<file path="src/design/capture_timer_map.vh">
// register map and constants for the two-channel capture/compare timer
//
// Summary of operation
// - overflow irq when flag and enable; reset clears
// - channel irq when flag set and enabled
// - keeps counting in wait; irqs can wake
// - break freezes counter, blocks captures
// - break clears flags only with permit set
// - pre-break first step finishes after break
// - counter equal modulo sets flag, restarts zero
// - overflow flag cleared by read-then-write zero
// - halt stops counting; reset sets halt
// - halt blocks input captures
// - clear bit zeroes counter, prescaler; reads zero
// - halt plus clear stops counter at zero
// - divider select picks bus clock divided 1..64
// - high byte read latches low byte
// - reset and clear bit zero counter
// - modulo high write blocks overflow until low
// - reset sets modulo to all ones
// - channel flag on active edge or compare
// - channel flag cleared by read-then-write zero
// - two channels; only channel 0 buffered
// - reset clears channel irq enables
`ifndef CAPTURE_TIMER_MAP_VH
`define CAPTURE_TIMER_MAP_VH

// ---------------------------------------------
// register offsets
// ---------------------------------------------
`define ADDR_CTL_STATUS 3'h0
`define ADDR_CNT_HIGH 3'h1
`define ADDR_CNT_LOW 3'h2
`define ADDR_MOD_HIGH 3'h3
`define ADDR_MOD_LOW 3'h4
`define ADDR_CH0_STATUS 3'h5
`define ADDR_CH1_STATUS 3'h6

// ---------------------------------------------
// control/status fields
// ---------------------------------------------
`define BIT_OVF_FLAG 7
`define BIT_OVF_IRQ_EN 6
`define BIT_HALT 5
`define BIT_CLEAR 4
`define DIV_SEL_NONE 3'h7

// ---------------------------------------------
// channel fields
// ---------------------------------------------
`define BIT_CH_FLAG 7
`define BIT_CH_IRQ_EN 6
`define BIT_CH_BUFFERED 5
`define BIT_CH_MODE_A 4
`define BIT_CH_EDGE_B 3
`define BIT_CH_EDGE_A 2

// ---------------------------------------------
// reset values
// ---------------------------------------------
`define RST_HALT 1'b1
`define RST_DIV_SEL 3'h0
`define RST_MODULO 16'hffff
`define RST_CH_CFG 7'h00
`define RST_COUNT 16'h0000
`define RST_PRESCALE 6'h00

`endif

</file>
<file path="src/design/capture_timer.v">
// two-channel 16-bit capture/compare timer with byte register port
`include "capture_timer_map.vh"
`default_nettype none

module capture_timer (
  // clock and reset
  input wire clock,
  input wire reset_n,
  // register port
  input wire [2:0] addr,
  input wire [7:0] wrData,
  input wire wrStrobe,
  input wire rdStrobe,
  output wire [7:0] rdData,
  // system state
  input wire breakState,
  input wire breakClearPermit,
  // channel events
  input wire channel0Pin,
  input wire channel1Pin,
  input wire [1:0] compareMatch,
  // requests and status
  output wire overflowIrq,
  output wire [1:0] channelIrq,
  output wire [1:0] captureStrobe,
  output wire [15:0] countValue
);

  // ---------------------------------------------
  // functions
  // ---------------------------------------------
  function [5:0] divMask;
    input [2:0] sel;
    begin
      case (sel)
        3'h0: divMask = 6'h00;
        3'h1: divMask = 6'h01;
        3'h2: divMask = 6'h03;
        3'h3: divMask = 6'h07;
        3'h4: divMask = 6'h0f;
        3'h5: divMask = 6'h1f;
        default: divMask = 6'h3f;
      endcase
    end
  endfunction

  function edgeHit;
    input [1:0] edgeSel;
    input rise;
    input fall;
    begin
      edgeHit = (edgeSel[0] & rise) | (edgeSel[1] & fall);
    end
  endfunction

  // one register access at a given offset
  function regHit;
    input strobe;
    input [2:0] where;
    input [2:0] target;
    begin
      regHit = strobe && (where == target);
    end
  endfunction

  // input capture needs an active edge selected
  function capMode;
    input [6:0] cfg;
    begin
      capMode = !cfg[`BIT_CH_BUFFERED] && !cfg[`BIT_CH_MODE_A] &&
        (cfg[`BIT_CH_EDGE_B:`BIT_CH_EDGE_A] != 2'b00);
    end
  endfunction

  function cmpMode;
    input [6:0] cfg;
    begin
      cmpMode = cfg[`BIT_CH_BUFFERED] || cfg[`BIT_CH_MODE_A];
    end
  endfunction

  // ---------------------------------------------
  // reset release
  // ---------------------------------------------
  reg rstMeta_ff;
  reg rstSync_ff;
  wire rstN;

  always @(posedge clock or negedge reset_n) begin
    if (!reset_n) begin
      rstMeta_ff <= 1'b0;
      rstSync_ff <= 1'b0;
    end else begin
      rstMeta_ff <= 1'b1;
      rstSync_ff <= rstMeta_ff;
    end
  end

  assign rstN = rstSync_ff;

  // ---------------------------------------------
  // access decode
  // ---------------------------------------------
  wire wrCtl = regHit(wrStrobe, addr, `ADDR_CTL_STATUS);
  wire rdCtl = regHit(rdStrobe, addr, `ADDR_CTL_STATUS);
  wire rdCntHigh = regHit(rdStrobe, addr, `ADDR_CNT_HIGH);
  wire rdCntLow = regHit(rdStrobe, addr, `ADDR_CNT_LOW);
  wire wrModHigh = regHit(wrStrobe, addr, `ADDR_MOD_HIGH);
  wire wrModLow = regHit(wrStrobe, addr, `ADDR_MOD_LOW);
  // flags may change by software outside break or with permit
  wire flagAccessOk = !breakState || breakClearPermit;

  // ---------------------------------------------
  // control register
  // ---------------------------------------------
  reg halt_ff;
  reg ovfIrqEn_ff;
  reg [2:0] divSel_ff;
  wire clearPulse = wrCtl && wrData[`BIT_CLEAR];

  always @(posedge clock or negedge rstN) begin
    if (!rstN) begin
      halt_ff <= `RST_HALT;
      ovfIrqEn_ff <= 1'b0;
      divSel_ff <= `RST_DIV_SEL;
    end else if (wrCtl) begin
      halt_ff <= wrData[`BIT_HALT];
      ovfIrqEn_ff <= wrData[`BIT_OVF_IRQ_EN];
      divSel_ff <= wrData[2:0];
    end
  end

  // ---------------------------------------------
  // modulo registers
  // ---------------------------------------------
  reg [15:0] modulo_ff;
  reg modLock_ff;

  always @(posedge clock or negedge rstN) begin
    if (!rstN) begin
      modulo_ff <= `RST_MODULO;
      modLock_ff <= 1'b0;
    end else if (wrModHigh) begin
      modulo_ff[15:8] <= wrData;
      modLock_ff <= 1'b1;
    end else if (wrModLow) begin
      modulo_ff[7:0] <= wrData;
      modLock_ff <= 1'b0;
    end
  end

  // ---------------------------------------------
  // prescaler and counter
  // ---------------------------------------------
  reg [5:0] prescale_ff;
  reg [15:0] count_ff;
  // wait mode does not gate this path
  wire running = !halt_ff && !breakState;
  wire [5:0] mask = divMask(divSel_ff);
  wire tick = running && (divSel_ff != `DIV_SEL_NONE) &&
    ((prescale_ff & mask) == mask);
  wire atModulo = (count_ff == modulo_ff);
  // counter still wraps while the flag is held off
  wire ovfEvent = tick && atModulo && !modLock_ff;

  always @(posedge clock or negedge rstN) begin
    if (!rstN) begin
      prescale_ff <= `RST_PRESCALE;
      count_ff <= `RST_COUNT;
    end else if (clearPulse) begin
      prescale_ff <= `RST_PRESCALE;
      count_ff <= `RST_COUNT;
    end else if (running) begin
      prescale_ff <= prescale_ff + 6'h01;
      if (tick) begin
        count_ff <= atModulo ? 16'h0000 : count_ff + 16'h0001;
      end
    end
  end

  assign countValue = count_ff;

  // ---------------------------------------------
  // counter readback latch
  // ---------------------------------------------
  reg [7:0] lowBuf_ff;
  reg lowLatched_ff;

  always @(posedge clock or negedge rstN) begin
    if (!rstN) begin
      lowBuf_ff <= 8'h00;
      lowLatched_ff <= 1'b0;
    end else if (clearPulse) begin
      lowBuf_ff <= 8'h00;
      lowLatched_ff <= 1'b0;
    end else if (rdCntHigh && !lowLatched_ff) begin
      lowBuf_ff <= count_ff[7:0];
      lowLatched_ff <= 1'b1;
    end else if (rdCntLow) begin
      lowLatched_ff <= 1'b0;
    end
  end

  // ---------------------------------------------
  // overflow flag
  // ---------------------------------------------
  reg ovfFlag_ff;
  reg ovfArm_ff;
  reg ovfIrq_ff;
  wire ovfClear = wrCtl && !wrData[`BIT_OVF_FLAG] && ovfArm_ff &&
    flagAccessOk;

  always @(posedge clock or negedge rstN) begin
    if (!rstN) begin
      ovfFlag_ff <= 1'b0;
      ovfArm_ff <= 1'b0;
    end else begin
      if (ovfEvent) begin
        ovfFlag_ff <= 1'b1;
        ovfArm_ff <= 1'b0;
      end else if (ovfClear) begin
        ovfFlag_ff <= 1'b0;
        ovfArm_ff <= 1'b0;
      end else if (rdCtl && ovfFlag_ff && flagAccessOk) begin
        ovfArm_ff <= 1'b1;
      end
    end
  end

  // ---------------------------------------------
  // interrupt requests
  // ---------------------------------------------
  // requests lag their flag by one clock
  always @(posedge clock or negedge rstN) begin
    if (!rstN) begin
      ovfIrq_ff <= 1'b0;
    end else begin
      ovfIrq_ff <= ovfFlag_ff && ovfIrqEn_ff;
    end
  end

  assign overflowIrq = ovfIrq_ff;

  // ---------------------------------------------
  // channels
  // ---------------------------------------------
  wire [1:0] pinIn = {channel1Pin, channel0Pin};
  wire [15:0] chRead;
  wire ch0Buffered;

  genvar i;
  generate
    for (i = 0; i < 2; i = i + 1) begin : chan
      reg pinMeta_ff;
      reg pinSync_ff;
      reg pinPrev_ff;
      reg [6:0] cfg_ff;
      reg flag_ff;
      reg arm_ff;
      reg irq_ff;
      reg capStb_ff;
      wire [2:0] chAddr = (i == 0) ? `ADDR_CH0_STATUS : `ADDR_CH1_STATUS;
      wire wrHit = regHit(wrStrobe, addr, chAddr);
      wire rdHit = regHit(rdStrobe, addr, chAddr);
      // channel 1 is taken over while channel 0 runs buffered
      wire active = (i == 0) ? 1'b1 : !ch0Buffered;
      wire [1:0] edgeSel = {cfg_ff[`BIT_CH_EDGE_B], cfg_ff[`BIT_CH_EDGE_A]};
      wire isCapture = capMode(cfg_ff);
      wire isCompare = cmpMode(cfg_ff);
      wire rise = pinSync_ff && !pinPrev_ff;
      wire fall = !pinSync_ff && pinPrev_ff;
      wire capEvent = active && isCapture && !halt_ff && !breakState &&
        edgeHit(edgeSel, rise, fall);
      wire cmpEvent = active && isCompare && !breakState &&
        compareMatch[i];
      wire chEvent = capEvent || cmpEvent;
      wire chClear = wrHit && !wrData[`BIT_CH_FLAG] && arm_ff &&
        flagAccessOk;
      // only channel 0 keeps the buffered mode bit
      wire [6:0] cfgMask = (i == 0) ? 7'h7f : 7'h5f;

      always @(posedge clock or negedge rstN) begin
        if (!rstN) begin
          pinMeta_ff <= 1'b0;
          pinSync_ff <= 1'b0;
          pinPrev_ff <= 1'b0;
        end else begin
          pinMeta_ff <= pinIn[i];
          pinSync_ff <= pinMeta_ff;
          pinPrev_ff <= pinSync_ff;
        end
      end

      always @(posedge clock or negedge rstN) begin
        if (!rstN) begin
          cfg_ff <= `RST_CH_CFG;
        end else if (wrHit) begin
          cfg_ff <= wrData[6:0] & cfgMask;
        end
      end

      always @(posedge clock or negedge rstN) begin
        if (!rstN) begin
          flag_ff <= 1'b0;
          arm_ff <= 1'b0;
        end else begin
          if (chEvent) begin
            flag_ff <= 1'b1;
            arm_ff <= 1'b0;
          end else if (chClear) begin
            flag_ff <= 1'b0;
            arm_ff <= 1'b0;
          end else if (rdHit && flag_ff && flagAccessOk) begin
            arm_ff <= 1'b1;
          end
        end
      end

      // strobe trails the event by one clock; request trails the flag by one clock
      always @(posedge clock or negedge rstN) begin
        if (!rstN) begin
          irq_ff <= 1'b0;
          capStb_ff <= 1'b0;
        end else begin
          irq_ff <= flag_ff && cfg_ff[`BIT_CH_IRQ_EN];
          capStb_ff <= capEvent;
        end
      end

      assign chRead[i*8 +: 8] = {flag_ff, cfg_ff};
      assign channelIrq[i] = irq_ff;
      assign captureStrobe[i] = capStb_ff;
    end
  endgenerate

  assign ch0Buffered = chRead[`BIT_CH_BUFFERED];

  // ---------------------------------------------
  // read data
  // ---------------------------------------------
  reg [7:0] rdMux;
  reg [7:0] rdData_ff;

  always @* begin
    case (addr)
      `ADDR_CTL_STATUS: rdMux = {ovfFlag_ff, ovfIrqEn_ff, halt_ff,
        1'b0, 1'b0, divSel_ff};
      `ADDR_CNT_HIGH: rdMux = count_ff[15:8];
      `ADDR_CNT_LOW: rdMux = lowLatched_ff ? lowBuf_ff :
        count_ff[7:0];
      `ADDR_MOD_HIGH: rdMux = modulo_ff[15:8];
      `ADDR_MOD_LOW: rdMux = modulo_ff[7:0];
      `ADDR_CH0_STATUS: rdMux = chRead[7:0];
      `ADDR_CH1_STATUS: rdMux = chRead[15:8];
      default: rdMux = 8'h00;
    endcase
  end

  always @(posedge clock or negedge rstN) begin
    if (!rstN) begin
      rdData_ff <= 8'h00;
    end else begin
      rdData_ff <= rdStrobe ? rdMux : 8'h00;
    end
  end

  assign rdData = rdData_ff;

endmodule

`default_nettype wire

</file>
<file path="config.mk">
export PLATFORM = sky130hd
export DESIGN_NAME = capture_timer
export DESIGN_NICKNAME = d
export VERILOG_FILES = /design/src/design/capture_timer.v
export VERILOG_INCLUDE_DIRS = /design/src /design/src/design
export SDC_FILE = /design/constraint.sdc
export NUM_CORES = 1
export LEC_CHECK = 0
export ABC_AREA = 1
export BUFFER_PORTS_ARGS = -buffer_cell sky130_fd_sc_hd__buf_2
export CAP_MARGIN = 40
export CORE_ASPECT_RATIO = 0.8
export CORE_MARGIN = 5
export CORE_UTILIZATION = 59
export DETAILED_ROUTE_END_ITERATION = 7
export PLACE_DENSITY = 0.8
export SLEW_MARGIN = 20
export SYNTH_ARGS = -nofsm -noshare
export SYNTH_HDL_FRONTEND = slang
export SYNTH_SLANG_ARGS = --single-unit
</file>
<file path="constraint.sdc">
create_clock -name clock -period 3.13 [get_ports clock]
set_clock_uncertainty 0.1 [all_clocks]
set_input_delay 0.1565 -clock clock [delete_from_list [all_inputs] [get_ports clock]]
set_output_delay 0.1565 -clock clock [all_outputs]
set_load 0.02 [all_outputs]
</file>
==> flow_metrics.py <==
metrics = {
    "outcome": {
        "outcome": "finished clean",
    },
    "finish": {
        "fin_util_pct": 67.85,
        "syn2layout_area_growth_pct": 11.98,
        "fill_cells": 665,
        "final_common_cell": "nand2_1",
        "nNetsFinal": 699,
        "n_antenna_cell": 0,
        "drive_above_1_share_pct": 15.34,
        "stdcell_count": 786,
        "mostFrequentLayoutCells": "189 x nand2_1, 75 x dfrtp_1, 70 x inv_1",
    },
    "detailed_routing": {
        "drtAntennaViolNets": 0,
        "drc": 0,
        "wirelength_um": 12860,
        "wl_per_cell_um": 16.36,
        "viasPerCell": 5.729,
        "vias": 4503,
        "drt_iter0_markers": 542,
        "dr.pass1.iters": 5,
    },
    "floorplanning": {
        "initial_core_util_pct": 60.59,
        "core_region_area_um2": 7946,
        "row_count": 29,
        "io_pins": 50,
        "die_h_um": 90.80,
        "die_w_um": 111.0,
        "die-area_um2": 10080,
    },
    "timing": {
        "slew_headroom_pct": 58.29,
        "tightest_slew_ns": 0.6235,
        "rsz0062_at_grt": "no",
        "finalMaxSlewViolations": 0,
        "fmax_mhz": 498.9,
        "fin_crit_sh_pct": 64.04,
        "setup_viol": 0,
        "period_needed_ns": 2.005,
        "hold_viol": 0,
        "setup_tns_ns": 0,
    },
    "place": {
        "dp_hpwl_um": 9447,
        "gp_congestion": 0.9458,
        "dp_cells": 759,
        "port_buffers": 49,
    },
    "global_route": {
        "grt_pass1_vias": 4317,
        "grt_pass1_wl_um": 21380,
        "antenna_found_initial": 0,
        "grt_max_degree": 57,
        "overflow": 0,
        "grt_usage_pct": 26.37,
    },
    "pwr": {
        "clkPwrFrac_pct": 25.6,
        "ir_drop_uv": 294.8,
        "p_switching_mw": 1.032,
        "combPwrFrac_pct": 21.2,
        "p_leak_nw": 2.760,
        "swShare_pct": 34.33,
        "totalPowerFinal_mw": 3.005,
        "p_int_mw": 1.973,
        "power_frac_seq_pct": 53.2,
        "p_per_area_nw_per_um2": 557.4,
    },
    "clock_network": {
        "clk_pin_slew_ns": 0.09,
        "clk_root_buffer_cell": "clkbuf_8",
        "cts_sinks": 93,
        "numCtsBuffers": 9,
        "worst_skew_pair.late_latency_ns": 0.36,
        "cts_resized": 0,
        "h-tree-depth": 3,
        "cts_tree": "yes",
        "cts_buffer_depth": 2,
        "hold_buffers": 11,
        "post_cts_buffers": 0,
    },
    "critical_path": {
        "endpoint": "ovfArm_ff$_DFFE_PN0P_",
        "worstPathMaxFanout": 17,
        "cp-start-kind": "flip-flop",
        "critical_path_arrival_ns": 2.15,
        "critical_path_class": "flip-flop to flip-flop",
        "end_kind": "flip-flop",
        "ff2ff_path_depth": 10,
        "cp.required_ns": 3.28,
        "timing.rr.start": "divSel_ff[1]$_DFFE_PN0P_",
        "reg2reg_to": "ovfArm_ff$_DFFE_PN0P_",
        "ff2ff_setup_slack_ns": 1.13,
        "crit_path_start": "divSel_ff[1]$_DFFE_PN0P_",
    },
    "synth": {
        "synth_area_per_cell_um2": 7.753,
        "yosysWarnings": 0,
        "yosysSeqAreaShare_pct": 48.78,
        "syn_nets": 647,
        "synthesis.area_um2": 4815,
        "synth_edf_count": 0,
        "ys.flop_type": "dfrtp_1",
        "syn_inst": 621,
        "synth_seq_cells": 93,
        "yosysUniqueCellTypes": 34,
        "synthArstFlopShare_pct": 100.0,
    },
    "min_path": {
        "hp-start": "wrData[2]",
        "worstHoldPathType": "input pin to flip-flop",
    },
    "run": {
        "maxCapViolCount": 0,
    },
}
-- critical path, stage by stage (launching register included) --
cell and delay [ns]:
dfrtp_1 0.40, inv_2 0.09, ha_1 0.21, o21ai_0 0.19, nand2_1 0.10, nor2_2 0.09, nand2_2 0.08, nor2_4 0.35
nand2_1 0.13, nor2_1 0.11, nor2_1 0.05
-- cell families (layout without fill, tap and decap cells) --
| kind of cell | Yosys count | in the layout | share of synthesized area [%] |
|---|---|---|---|
| DFF | 93 | 93 | 48.78 |
| AOI/OAI and AO/OA | 102 | 102 | 11.43 |
| and+or+nand+nor | 306 | 306 | 26.71 |
| buffers and inverters | 98 | 155 | 8.784 |
| xor gates and xnor gates | 16 | 16 | 2.911 |
| adders and majority gates | 5 | 5 | 1.299 |
| other | 1 | 1 | 0.07789 |
-- power by group through the flow --
stage | registers [mW] | clock network [mW] | logic (mW)
floorplan | 1.59 | 0 | 0.448
global placement | 1.62 | 0 | 0.579
detailed placement | 1.62 | 0 | 0.620
CTS | 1.60 | 0.771 | 0.635
global route | 1.63 | 0.825 | 0.723
finish | 1.60 | 0.768 | 0.638
-- cells in the mapped netlist, types with 6 or more instances --
master / count / share of area, %
a21oi_1: 13 / 1.4
a31oi_1: 6 / 0.78
buf_2: 10 / 1.0
dfrtp_1: 76 / 40
dfstp_2: 17 / 9.3
inv_1: 70 / 5.5
inv_2: 7 / 0.55
nand2_1: 189 / 15
nand3_1: 26 / 2.7
nand4_1: 21 / 2.7
nor2_1: 54 / 4.2
o21ai_0: 57 / 5.9
o21ai_1: 12 / 1.2
o22ai_1: 6 / 0.78
xor2_1: 15 / 2.7
-- flip-flops by register name, summed over array words and instances, names as in the netlist, 2 cells and up --
signal,count
chan.cfg_ff,13
chan.arm_ff,2
modulo_ff,16
chan.irq_ff,2
chan.pinMeta_ff,2
chan.flag_ff,2
divSel_ff,3
chan.pinSync_ff,2
countValue,16
lowBuf_ff,8
prescale_ff,6
chan.capStb_ff,2
rdData,8
chan.pinPrev_ff,2
-- final cells by class --
type | instances | area (µm²) | share of cell area (%)
tap | 108 | 135.1 | 2.506
inverter | 78 | 292.8 | 5.430
timing repair buffer | 61 | 382.9 | 7.101
clock inverter | 5 | 33.78 | 0.6266
multi-input combinational | 430 | 2043 | 37.90
clock buffer | 11 | 151.4 | 2.808
sequential | 93 | 2352 | 43.63
-- routing by layer --
| metal | wire length (µm) | share of wire (%) | up-vias | global-route usage [%] |
|---|---|---|---|---|
| li1 | - | - | 2095 | - |
| met3 | 1153 | 9.0 | 42 | 5.425 |
| met2 | 5843 | 45 | 230 | 41.16 |
| met4 | 291 | 2.3 | 0 | 7.077 |
| met1 | 5572 | 43 | 2136 | 37.63 |
| met5 | 0 | 0 | - | 0 |
-- metrics by stage --
| step | worst slack (ns) | hold WS, ns | area [µm²] |
|---|---|---|---|
| 6_report | 1.125 | 0.01824 | 5391 |
| 4_1_cts | 1.163 | 0.01096 | 5391 |
| 2_1_floorplan | 0.2774 | -0.2391 | 4815 |
| 3_5_place_dp | 1.182 | -0.1546 | 5096 |
| 3_3_place_gp | 1.271 | -0.1592 | 5069 |
| 5_1_grt | 1.026 | 0.006639 | 5391 |
-- worst min-delay path by stage --
stage	endpoint	slack (ns)	cells after the start
floorplan	rstMeta_ff$_DFF_PN0_	-0.24	0
global placement	rstMeta_ff$_DFF_PN0_	-0.16	1
detailed placement	rstMeta_ff$_DFF_PN0_	-0.15	1
CTS	chan[1].cfg_ff[2]$_DFFE_PN0P_	0.01	3
global route	chan[1].cfg_ff[2]$_DFFE_PN0P_	0.007	3
finish	chan[0].cfg_ff[2]$_DFFE_PN0P_	0.02	3
Power figures use the tool's default switching activity.
